## src/fic_pkg.sv

```systemverilog
// Shared constants and types for the framer interrupt and read-DMA control block
package fic_pkg;

    // Bus geometry
    localparam int FIC_DATA_W = 32;
    localparam int FIC_ADDR_W = 8;
    localparam logic [1:0] FIC_HTRANS_NONSEQ = 2'h2;
    localparam logic FIC_HRESP_OKAY = 1'b0;

    // Register byte offsets
    localparam logic [FIC_ADDR_W-1:0] FIC_ADDR_ICR = 8'h00;
    localparam logic [FIC_ADDR_W-1:0] FIC_ADDR_DCFG = 8'h04;
    localparam logic [FIC_ADDR_W-1:0] FIC_ADDR_STAT = 8'h08;
    localparam logic [FIC_ADDR_W-1:0] FIC_ADDR_IEN = 8'h0C;
    localparam logic [FIC_ADDR_W-1:0] FIC_ADDR_DSTAT = 8'h10;

    // Default sizes
    localparam int FIC_NUM_SRC = 8;
    localparam int FIC_NUM_CH = 4;
    localparam int FIC_CHAN_W = 3;
    localparam int FIC_CHAN_RSV_BIT = 2;

    // Reset values and writable-bit masks
    localparam logic [7:0] FIC_ICR_RST = 8'h00;
    localparam logic [7:0] FIC_DCFG_RST = 8'h00;
    localparam logic [7:0] FIC_ICR_WMASK = 8'h07;
    localparam logic [7:0] FIC_DCFG_WMASK = 8'hC7;

    typedef struct packed {
        logic [4:0] rsv;
        logic status_clear_mode;
        logic enable_auto_clear;
        logic block_interrupt_enable;
    } fic_icr_type;

    typedef struct packed {
        logic dma_reset;
        logic dma_enable;
        logic [2:0] rsv;
        logic [FIC_CHAN_W-1:0] read_dma_channel_select;
    } fic_dma_cfg_type;

    typedef enum logic [2:0] {
        FIC_DMA_IDLE = 3'b001,
        FIC_DMA_REQ = 3'b010,
        FIC_DMA_XFER = 3'b100
    } fic_dma_state_type;

    // A channel code is usable when its top bit is clear and the channel exists
    function automatic logic fic_chan_ok(input logic [FIC_CHAN_W-1:0] code, input int n);
        return !code[FIC_CHAN_RSV_BIT] && (int'(code) < n);
    endfunction

endpackage

```

## src/fic_irq_bank.sv

```systemverilog
// Sticky interrupt status bits and their per-bit enables
`timescale 1ns/1ps
`default_nettype none
module fic_irq_bank import fic_pkg::*; #(
    parameter int NUM_SRC = FIC_NUM_SRC
) (
    // Clock and reset
    input wire logic clk,
    input wire logic srst,
    // Status control
    input wire logic [NUM_SRC-1:0] event_set,
    input wire logic [NUM_SRC-1:0] status_clr,
    // Enable control
    input wire logic enable_wr,
    input wire logic [NUM_SRC-1:0] enable_wdata,
    input wire logic [NUM_SRC-1:0] enable_clr,
    // State
    output logic [NUM_SRC-1:0] status,
    output logic [NUM_SRC-1:0] enable
);

    genvar i;
    generate
        for (i = 0; i < NUM_SRC; i++) begin : g_bit
            wire next_status = event_set[i] | (status[i] & ~status_clr[i]);
            wire next_enable = enable_wr ? enable_wdata[i] : (enable[i] & ~enable_clr[i]);
            always_ff @(posedge clk) begin
                if (srst) begin
                    status[i] <= 1'b0;
                    enable[i] <= 1'b0;
                end else begin
                    // A new event outranks a clear in the same cycle
                    status[i] <= next_status;
                    enable[i] <= next_enable;
                end
            end
        end
    endgenerate

    AST_SET_WINS: assert property (@(posedge clk) disable iff (srst)
        event_set != '0 |=> (status & $past(event_set)) == $past(event_set))
        else $error("status event lost");

endmodule
`default_nettype wire

```

## src/fic_dma_req.sv

```systemverilog
// Read-DMA request sequencer for the selected channel
`timescale 1ns/1ps
`default_nettype none
module fic_dma_req import fic_pkg::*; (
    // Clock and reset
    input wire logic clk,
    input wire logic srst,
    // Control
    input wire logic enable,
    input wire logic abort,
    input wire logic chan_valid,
    input wire logic msg_ready,
    // Handshake, acknowledge already synchronised
    input wire logic ack_n,
    output logic req_n,
    output var fic_dma_state_type state
);

    wire go = enable && chan_valid && !abort;
    wire start = go && msg_ready && ack_n;

    always_ff @(posedge clk) begin
        if (srst) begin
            state <= FIC_DMA_IDLE;
            req_n <= 1'b1;
        end else begin
            unique case (state)
                FIC_DMA_IDLE: begin
                    // Wait for the previous acknowledge to release first
                    if (start) begin
                        state <= FIC_DMA_REQ;
                        req_n <= 1'b0;
                    end
                end
                FIC_DMA_REQ: begin
                    if (!go) begin
                        state <= FIC_DMA_IDLE;
                        req_n <= 1'b1;
                    end else if (!ack_n) begin
                        state <= FIC_DMA_XFER;
                    end
                end
                FIC_DMA_XFER: begin
                    // Buffer drained or channel dropped ends the burst
                    if (!go || !msg_ready) begin
                        state <= FIC_DMA_IDLE;
                        req_n <= 1'b1;
                    end
                end
            endcase
        end
    end

    AST_REQ_NEEDS_MSG: assert property (@(posedge clk) disable iff (srst)
        $fell(req_n) |-> $past(msg_ready && enable && chan_valid))
        else $error("request without complete message");

    AST_XFER_AFTER_ACK: assert property (@(posedge clk) disable iff (srst)
        $rose(state == FIC_DMA_XFER) |-> $past(!ack_n && !req_n))
        else $error("transfer started without acknowledge");

endmodule
`default_nettype wire

```

## src/fic_top.sv

```systemverilog
// Framer interrupt behaviour control and read-DMA channel select, AHB-Lite slave
//
// Chosen here: register access over AHB-Lite and the placing of the registers.
`timescale 1ns/1ps
`default_nettype none
//////////////////////////////////////////////////////////////////////////////
// Overview of operation
// - channel code picks read-DMA channel; 1xx reserved
// - clear mode 0: status bits clear on read
// - clear mode 1: reads keep status; writes clear
// - auto-clear 0: enables survive status reads
// - auto-clear 1: status read clears matching enables
// - block enable 0 blocks every interrupt
// - three control bits read/write, reset zero
// - request only with complete message buffered
// - request low, then acknowledge low accepts data
module fic_top import fic_pkg::*; #(
    parameter int NUM_SRC = FIC_NUM_SRC,
    parameter int NUM_CH = FIC_NUM_CH
) (
    // Clock and reset
    input wire logic CORE_CLK,
    input wire logic SRST,
    // AHB-Lite slave
    input wire logic HSEL,
    input wire logic [31:0] HADDR,
    input wire logic [1:0] HTRANS,
    input wire logic HWRITE,
    input wire logic [2:0] HSIZE,
    input wire logic [FIC_DATA_W-1:0] HWDATA,
    input wire logic HREADY,
    output logic [FIC_DATA_W-1:0] HRDATA,
    output logic HREADYOUT,
    output logic HRESP,
    // Interrupt sources and request
    input wire logic [NUM_SRC-1:0] IRQ_SRC,
    output logic IRQ,
    // Read DMA
    input wire logic [NUM_CH-1:0] MSG_READY,
    input wire logic READ_DMA_ACKNOWLEDGE_N,
    output logic READ_DMA_REQUEST_N,
    output logic [NUM_CH-1:0] DMA_CHAN_SEL
);

    //////////////////////////////////////////////////////////////////////////
    // Bus front end

    logic [FIC_ADDR_W-1:0] a_addr;
    logic a_wr;
    logic a_rd;
    fic_icr_type interrupt_behaviour_control;
    fic_dma_cfg_type dcfg;
    logic [NUM_SRC-1:0] irq_status;
    logic [NUM_SRC-1:0] irq_enable;
    fic_dma_state_type dma_state;
    logic ack_meta;
    logic ack_sync;
    logic req_n;

    // Only word transfers are expected; size is not checked
    wire accept = HSEL && (HTRANS == FIC_HTRANS_NONSEQ) && HREADY;
    wire wr_fire = a_wr;
    wire rd_fire = a_rd && !HREADYOUT;
    wire next_hready = !(accept && !HWRITE);

    wire sel_icr = a_addr == FIC_ADDR_ICR;
    wire sel_dcfg = a_addr == FIC_ADDR_DCFG;
    wire sel_stat = a_addr == FIC_ADDR_STAT;
    wire sel_ien = a_addr == FIC_ADDR_IEN;
    wire sel_dstat = a_addr == FIC_ADDR_DSTAT;

    always_ff @(posedge CORE_CLK) begin
        if (SRST) begin
            a_addr <= '0;
            a_wr <= 1'b0;
            a_rd <= 1'b0;
            HREADYOUT <= 1'b1;
            HRESP <= FIC_HRESP_OKAY;
        end else begin
            // Reads take one wait state so read data leave a flop
            if (accept) begin
                a_addr <= HADDR[FIC_ADDR_W-1:0];
            end
            a_wr <= accept && HWRITE;
            a_rd <= (accept && !HWRITE) || (a_rd && HREADYOUT);
            HREADYOUT <= next_hready;
            HRESP <= FIC_HRESP_OKAY;
        end
    end

    //////////////////////////////////////////////////////////////////////////
    // Control registers

    wire [7:0] wbyte = HWDATA[7:0];
    wire fic_icr_type next_icr = fic_icr_type'(wbyte & FIC_ICR_WMASK);
    wire fic_dma_cfg_type next_dcfg = fic_dma_cfg_type'(wbyte & FIC_DCFG_WMASK);
    // Only a zero-to-one write of the reset bit restarts the sequencer
    wire dma_abort = wr_fire && sel_dcfg && next_dcfg.dma_reset && !dcfg.dma_reset;

    always_ff @(posedge CORE_CLK) begin
        if (SRST) begin
            interrupt_behaviour_control <= fic_icr_type'(FIC_ICR_RST);
            dcfg <= fic_dma_cfg_type'(FIC_DCFG_RST);
        end else begin
            if (wr_fire && sel_icr) begin
                interrupt_behaviour_control <= next_icr;
            end
            if (wr_fire && sel_dcfg) begin
                dcfg <= next_dcfg;
            end
        end
    end

    //////////////////////////////////////////////////////////////////////////
    // Interrupt status and enables

    wire stat_read = rd_fire && sel_stat;
    wire stat_write = wr_fire && sel_stat;
    wire [NUM_SRC-1:0] wr_clr = stat_write ? HWDATA[NUM_SRC-1:0] : '0;
    wire [NUM_SRC-1:0] rd_clr =
        (stat_read && !interrupt_behaviour_control.status_clear_mode) ? irq_status : '0;
    wire [NUM_SRC-1:0] en_clr =
        (stat_read && interrupt_behaviour_control.enable_auto_clear) ? irq_status : '0;
    wire [NUM_SRC-1:0] active = irq_status & irq_enable;
    wire next_irq = interrupt_behaviour_control.block_interrupt_enable && (|active);

    fic_irq_bank #(
        .NUM_SRC(NUM_SRC)
    ) u_irq_bank (
        .clk(CORE_CLK),
        .srst(SRST),
        .event_set(IRQ_SRC),
        .status_clr(wr_clr | rd_clr),
        .enable_wr(wr_fire && sel_ien),
        .enable_wdata(HWDATA[NUM_SRC-1:0]),
        .enable_clr(en_clr),
        .status(irq_status),
        .enable(irq_enable)
    );

    always_ff @(posedge CORE_CLK) begin
        if (SRST) begin
            IRQ <= 1'b0;
        end else begin
            IRQ <= next_irq;
        end
    end

    //////////////////////////////////////////////////////////////////////////
    // Read DMA channel select and handshake

    wire [FIC_CHAN_W-1:0] chan_code = dcfg.read_dma_channel_select;
    wire chan_valid = fic_chan_ok(chan_code, NUM_CH);
    wire [NUM_CH-1:0] chan_onehot = {{(NUM_CH-1){1'b0}}, 1'b1} << chan_code;
    wire [NUM_CH-1:0] next_chan_sel = chan_valid ? chan_onehot : '0;
    wire msg_sel = |(MSG_READY & next_chan_sel);

    always_ff @(posedge CORE_CLK) begin
        if (SRST) begin
            DMA_CHAN_SEL <= '0;
            ack_meta <= 1'b1;
            ack_sync <= 1'b1;
        end else begin
            DMA_CHAN_SEL <= next_chan_sel;
            ack_meta <= READ_DMA_ACKNOWLEDGE_N;
            ack_sync <= ack_meta;
        end
    end

    fic_dma_req u_dma_req (
        .clk(CORE_CLK),
        .srst(SRST),
        .enable(dcfg.dma_enable),
        .abort(dma_abort),
        .chan_valid(fic_chan_ok(chan_code, NUM_CH)),
        .msg_ready(msg_sel),
        .ack_n(ack_sync),
        .req_n(req_n),
        .state(dma_state)
    );

    assign READ_DMA_REQUEST_N = req_n;

    //////////////////////////////////////////////////////////////////////////
    // Read data

    wire [FIC_DATA_W-1:0] dstat_word = FIC_DATA_W'({dma_state, msg_sel, ack_sync, req_n});
    wire [FIC_DATA_W-1:0] rd_val =
        sel_icr ? FIC_DATA_W'(interrupt_behaviour_control) :
        sel_dcfg ? FIC_DATA_W'(dcfg) :
        sel_stat ? FIC_DATA_W'(irq_status) :
        sel_ien ? FIC_DATA_W'(irq_enable) :
        sel_dstat ? dstat_word : '0;

    always_ff @(posedge CORE_CLK) begin
        if (SRST) begin
            HRDATA <= '0;
        end else if (rd_fire) begin
            HRDATA <= rd_val;
        end
    end

    //////////////////////////////////////////////////////////////////////////
    // Checks

    AST_CHAN_RESERVED: assert property (@(posedge CORE_CLK) disable iff (SRST)
        dcfg.read_dma_channel_select[FIC_CHAN_RSV_BIT] |=> (DMA_CHAN_SEL == '0))
        else $error("reserved channel code connected a channel");

    AST_CLEAR_ON_READ: assert property (@(posedge CORE_CLK) disable iff (SRST)
        (stat_read && !interrupt_behaviour_control.status_clear_mode) |=>
        ((irq_status & $past(irq_status) & ~$past(IRQ_SRC)) == '0))
        else $error("status survived a clearing read");

    AST_READ_KEEPS: assert property (@(posedge CORE_CLK) disable iff (SRST)
        (stat_read && interrupt_behaviour_control.status_clear_mode) |=>
        ((irq_status & $past(irq_status)) == $past(irq_status)))
        else $error("status lost on read in write-clear mode");

    AST_ENABLE_KEEP: assert property (@(posedge CORE_CLK) disable iff (SRST)
        (stat_read && !interrupt_behaviour_control.enable_auto_clear) |=> irq_enable == $past(irq_enable))
        else $error("enable changed on status read");

    AST_ENABLE_AUTOCLR: assert property (@(posedge CORE_CLK) disable iff (SRST)
        (stat_read && interrupt_behaviour_control.enable_auto_clear) |=> ((irq_enable & $past(irq_status)) == '0))
        else $error("enable kept after status read");

    AST_BLOCK_OFF: assert property (@(posedge CORE_CLK) disable iff (SRST)
        !interrupt_behaviour_control.block_interrupt_enable [*2] |-> !IRQ)
        else $error("interrupt with block disabled");

    AST_CTRL_RESET: assert property (@(posedge CORE_CLK) disable iff (SRST)
        $past(SRST) |-> (interrupt_behaviour_control == fic_icr_type'(FIC_ICR_RST)))
        else $error("control bits not zero after reset");

    AST_IRQ_LEVEL: assert property (@(posedge CORE_CLK) disable iff (SRST)
        ##1 IRQ == $past(interrupt_behaviour_control.block_interrupt_enable && |(irq_status & irq_enable)))
        else $error("interrupt level mismatch");

    AST_READ_WAIT: assert property (@(posedge CORE_CLK) disable iff (SRST)
        (accept && !HWRITE) |=> !HREADYOUT ##1 HREADYOUT)
        else $error("read wait state wrong");

    //////////////////////////////////////////////////////////////////////////
    // Status, enable, control, channel select, interrupt, handshake and bus checks

    AST_WRITE_CLEAR: assert property (@(posedge CORE_CLK) disable iff (SRST)
        stat_write |=> ((irq_status & $past(HWDATA[NUM_SRC-1:0]) & ~$past(IRQ_SRC)) == '0))
        else $error("status survived a write of one");

    AST_ENABLE_WRITE: assert property (@(posedge CORE_CLK) disable iff (SRST)
        (wr_fire && sel_ien) |=> (irq_enable == $past(HWDATA[NUM_SRC-1:0])))
        else $error("enable write not applied");

    AST_CTRL_WRITE: assert property (@(posedge CORE_CLK) disable iff (SRST)
        (wr_fire && sel_icr) |=> (interrupt_behaviour_control == $past(next_icr)))
        else $error("control write not applied");

    AST_CTRL_READ: assert property (@(posedge CORE_CLK) disable iff (SRST)
        (rd_fire && sel_icr) |=> (HRDATA == FIC_DATA_W'($past(interrupt_behaviour_control))))
        else $error("control read data wrong");

    AST_DCFG_WRITE: assert property (@(posedge CORE_CLK) disable iff (SRST)
        (wr_fire && sel_dcfg) |=> (dcfg == $past(next_dcfg)))
        else $error("channel select write not applied");

    AST_CHAN_ZERO: assert property (@(posedge CORE_CLK) disable iff (SRST)
        (chan_code == '0) |=> (DMA_CHAN_SEL == {{(NUM_CH-1){1'b0}}, 1'b1}))
        else $error("code zero did not pick channel zero");

    AST_CHAN_ONEHOT: assert property (@(posedge CORE_CLK) disable iff (SRST)
        $onehot0(DMA_CHAN_SEL))
        else $error("more than one channel connected");

    AST_IRQ_NONE: assert property (@(posedge CORE_CLK) disable iff (SRST)
        ((irq_status & irq_enable) == '0) |=> !IRQ)
        else $error("interrupt without an enabled source");

    AST_IRQ_SET: assert property (@(posedge CORE_CLK) disable iff (SRST)
        (interrupt_behaviour_control.block_interrupt_enable && ((irq_status & irq_enable) != '0)) |=> IRQ)
        else $error("enabled source raised no interrupt");

    // Software may poll without a message; the request must stay quiet then
    AST_NO_REQ_NO_MSG: assert property (@(posedge CORE_CLK) disable iff (SRST)
        (READ_DMA_REQUEST_N && !msg_sel) |=> READ_DMA_REQUEST_N)
        else $error("request raised without a message");

    AST_NO_REQ_DISABLED: assert property (@(posedge CORE_CLK) disable iff (SRST)
        (READ_DMA_REQUEST_N && !dcfg.dma_enable) |=> READ_DMA_REQUEST_N)
        else $error("request raised while disabled");

    // A new request into a still-low acknowledge would look like an instant grant
    AST_NO_REQ_WHILE_ACK: assert property (@(posedge CORE_CLK) disable iff (SRST)
        (READ_DMA_REQUEST_N && !ack_sync) |=> READ_DMA_REQUEST_N)
        else $error("request raised before acknowledge released");

    AST_REQ_HOLD: assert property (@(posedge CORE_CLK) disable iff (SRST)
        (!READ_DMA_REQUEST_N && dcfg.dma_enable && chan_valid && !dma_abort && msg_sel)
        |=> !READ_DMA_REQUEST_N)
        else $error("request dropped while still wanted");

    AST_XFER_REQ_LOW: assert property (@(posedge CORE_CLK) disable iff (SRST)
        (dma_state == FIC_DMA_XFER) |-> !READ_DMA_REQUEST_N)
        else $error("transfer without request");

    AST_ABORT_DROPS: assert property (@(posedge CORE_CLK) disable iff (SRST)
        dma_abort |=> READ_DMA_REQUEST_N)
        else $error("request kept through sequencer reset");

    AST_WRITE_NO_WAIT: assert property (@(posedge CORE_CLK) disable iff (SRST)
        (accept && HWRITE) |=> HREADYOUT)
        else $error("write inserted a wait state");

    AST_HRESP_OKAY: assert property (@(posedge CORE_CLK) disable iff (SRST)
        HRESP == FIC_HRESP_OKAY)
        else $error("response not okay");

endmodule
`default_nettype wire

```

## config.mk

```make
export PLATFORM = sky130hd
export DESIGN_NAME = fic_top
export DESIGN_NICKNAME = d
export VERILOG_FILES = /design/src/fic_pkg.sv /design/src/fic_irq_bank.sv /design/src/fic_dma_req.sv /design/src/fic_top.sv
export SDC_FILE = /design/constraint.sdc
export NUM_CORES = 1
export LEC_CHECK = 0
export BUFFER_PORTS_ARGS = -buffer_cell sky130_fd_sc_hd__buf_4
export CAP_MARGIN = 15
export CORE_MARGIN = 2
export CORE_UTILIZATION = 24
export DETAILED_ROUTE_END_ITERATION = 6
export PLACE_DENSITY = 0.54
export SETUP_SLACK_MARGIN = 0.02
export SKIP_CTS_REPAIR_TIMING = 1
export SYNTH_ARGS = -nofsm -noshare
export SYNTH_HDL_FRONTEND = slang
export SYNTH_SLANG_ARGS = --single-unit
```

## constraint.sdc

```tcl
create_clock -name CORE_CLK -period 2.1 [get_ports CORE_CLK]
set_clock_uncertainty 0.2 [all_clocks]
set_input_delay 0.21 -clock CORE_CLK [delete_from_list [all_inputs] [get_ports CORE_CLK]]
set_output_delay 0.21 -clock CORE_CLK [all_outputs]
set_load 0.03 [all_outputs]
```

==> results.py <==
metrics = {
    "worst_setup_path": {
        "reg2regPathDepth": 4,
        "crit_arrival_ps": 1950,
        "cp-end-kind": "flop",
        "critPathSlowestCell": "nor4_4",
        "cp_max_fo": 8,
        "worstPathRequired_ps": 2110,
        "rrSetupSlack_ps": 150,
        "path_buf_inv": 0,
        "cp-start-kind": "flop",
        "critPathKind": "flop to flop",
        "worst_r2r_endpoint": "u_irq_bank.status[6]",
        "worst_path_largest_cell_delay_ps": 400,
        "path_cells": "nor4_4 -> and4_4 -> a31oi_2 -> a32o_1",
        "r2r-start": "a_addr[4]",
        "critical_path.top_delay_family": "simple AND/OR/NAND/NOR gates",
    },
    "sta": {
        "maxSlewHeadroom": 0.649,
        "finalSetupViolations": 0,
        "rsz0062_at_grt": "false",
        "period_share": 0.927,
        "worstMarginPinSlew_ps": 525,
        "fmaxAchievable_ghz": 0.514,
        "setup_tns_ps": 0,
        "hold-worst-slack_ps": -16.4,
        "maxSlewViolCount": 0,
        "period_needed_ps": 1950,
        "final-hold-violation-count": 5,
    },
    "synthesis": {
        "synth_cell_type_count": 52,
        "synth-simple-area-share": 0.234,
        "synth_edf_count": 0,
        "synth_ff_type": "dfxtp_1",
        "yosys_warnings": 0,
        "synth-compound-area-share": 0.192,
        "synth_top_family_by_area": "simple AND/OR/NAND/NOR gates",
        "async_flop_share": 0,
        "ys_seq_elements": 54,
        "seq_area_frac_synth": 0.407,
        "synth_xor_area_frac": 0.00329,
        "syn_area_per_cell_um2": 8.55,
        "synth_area_um2": 2660,
        "muxShareOfSynthArea": 0.0504,
        "synthCells": 311,
        "synth-adder-area-share": 0,
    },
    "power_and_ir_drop": {
        "power_uw": 2070,
        "pwr-share-comb": 0.141,
        "irDropWorstVdd_v": 0.000238,
        "power.density_nw_per_um2": 595,
        "p_switching_uw": 535,
        "swShare": 0.259,
        "clock_power_share": 0.331,
        "pwr-share-seq": 0.528,
        "internal-power_uw": 1530,
        "p_leak_uw": 0.00140,
    },
    "clock_network": {
        "cts_buffers": 5,
        "cts.sinks": 54,
        "cts_buffer_depth": 2,
        "htree_levels": 2,
        "clock-root-buffer": "clkbuf_8",
        "path_clk_slew_ps": 90,
        "cts_tree": "done",
        "insertion_delay_ps": 310,
    },
    "route": {
        "first_pass_iters": 4,
        "wl_per_cell_um": 14.0,
        "wirelength_um": 7350,
        "antenna_left": 0,
        "vias": 2478,
        "avgViaCountPerCell": 4.71,
        "drc": 0,
        "drt_iter0_markers": 139,
    },
    "global_routing": {
        "use_met2": 0.204,
        "met3_usage": 0.0275,
        "grt_max_degree": 26,
        "grt_busiest_layer": "met2",
        "grt_pass1_wl_um": 11600,
        "met1_usage": 0.169,
        "grt_pass1_vias": 2296,
        "grtUsageTotal": 0.126,
        "grt_antenna_before_repair": 0,
        "gr-total-overflow": 0,
    },
    "place": {
        "gp_congestion": 0.885,
        "placed_area_um2": 3120,
        "dp.cells": 494,
        "hpwl_um": 5490,
        "io_buffers": 50,
    },
    "finish": {
        "syn_to_final_growth_pct": 30.7,
        "instances_no_fill": 526,
        "finalNetCount": 472,
        "post-route-cell-area_um2": 3480,
        "fillers": 1157,
        "fin_util": 0.321,
        "drive_gt1_frac": 0.212,
        "antenna_cells": 0,
    },
    "outcome": {
        "violations": "hold timing",
        "status": "finished, violations left",
    },
    "job": {
        "cap_violations": 0,
    },
    "floorplanning": {
        "start_util": 0.245,
        "design.die.area_um2": 11900,
        "num_rows": 38,
        "io_pins": 127,
        "core-area_um2": 10800,
        "die_x_um": 109,
        "fp.dieH_um": 109,
    },
    "worst_hold_path": {
        "hp-start": "HWDATA[2]",
        "min_path_cells": 3,
        "holdCritPathClass": "input port to flop",
        "hold_path_end": "u_irq_bank.enable[2]",
    },
}
==> cell families after synthesis <==
logic type	Yosys count
XOR/XNOR	1
multiplexers	12
AND/OR/NAND/NOR	120
flip-flops	54
AO/OA/AOI/OAI	75
other	1
buffers and inverters	48
==> per-layer routing <==
layer / part of all wire / up-vias
met4: 0.0095 / 0
met2: 0.47 / 80
met1: 0.46 / 1172
met3: 0.059 / 6
li1: - / 1220
met5: 0 / -
==> worst max path at each step <==
stage	depth (start not counted)	to	from	slack, ps
global route	5	u_dma_req.req_n	a_addr[4]	30
detailed placement	4	u_irq_bank.status[6]	a_addr[4]	30
CTS	4	u_irq_bank.status[6]	a_addr[4]	40
floorplan	5	u_dma_req.state[1]	chan_code[0]	300
global placement	4	u_irq_bank.status[4]	a_addr[4]	70
finish	4	u_irq_bank.status[6]	a_addr[4]	150
==> layout by cell type (no fill, tap or decap), types with 3 or more instances in the layout <==
cell type      instances
mux2i_1               10
conb_1                25
o21ai_0               14
nor3_1                 3
nand2b_1               4
nand4_1               10
a32o_1                 8
a22o_1                 6
dfxtp_1               54
nor2b_1                4
nand3_1               10
buf_4                 60
nand2_1               41
a21oi_1               25
and2_1                 4
nor2_1                22
inv_1                  6
and3_1                 4
clkbuf_8               5
a22oi_1                7
dlygate4sd3_1         24
==> power groups by stage <==
| stage | registers (µW) | logic (µW) | clock network, µW |
|---|---|---|---|
| 5_1_grt | 1100 | 317 | 750 |
| 4_1_cts | 1090 | 255 | 707 |
| 6_report | 1090 | 291 | 685 |
| 3_5_place_dp | 1120 | 255 | 0 |
| 3_3_place_gp | 1110 | 252 | 0 |
| 2_1_floorplan | 1110 | 189 | 0 |
==> through the flow <==
stage / hold WS, ps / setup slack [ps]
after floorplan: 114 / 298
after global placement: 199 / 71.2
after detailed placement: 198 / 28.4
after CTS: -113 / 38.7
after global routing: 0.260 / 34.1
final: -16.4 / 154
==> registers in the layout, summed over array words and instances (netlist names), 2 cells and up <==
| name | cells |
|---|---|
| interrupt_behaviour_control | 3 |
| DMA_CHAN_SEL | 4 |
| dcfg | 2 |
| a_addr | 8 |
| chan_code | 3 |
| HRDATA | 8 |
| u_irq_bank.status | 8 |
| u_dma_req.state | 3 |
| u_irq_bank.enable | 8 |
==> Yosys cell counts (4+ instances only) <==
master    number  area [µm²]
a21oi_1       25         125
buf_4         26         195
clkbuf_1       9        33.8
dfxtp_1       54        1080
a22oi_1        7        52.6
a32o_1         8        80.1
nor2b_1        4        25.0
and2_1         4        25.0
mux2i_1       10         100
nand2b_1       4        25.0
and3_1         5        31.3
nand2_1       41         154
o21ai_0       14        70.1
nand4_1       10        62.6
inv_1          6        22.5
a22o_1         6        52.6
buf_2          4        20.0
nand3_1       10        50.1
nor2_1        22        82.6
==> area by class of cell <==
type	count	area, µm²	share of cell area
tap	140	175	0.0504
multi-input combinational	233	1380	0.396
inverter	6	22.5	0.00648
clock buffer	5	68.8	0.0198
sequential	54	1080	0.311
timing repair buffer	85	711	0.204
clock inverter	3	40.0	0.0115
==> tightest hold or removal path: cells and delay by family <==
family / cells / cell delay, ps
AO/OA/AOI/OAI: 1 / 50
buffers and inverters: 1 / 130
AND/OR/NAND/NOR: 1 / 50
Power figures use the tool's default switching activity.
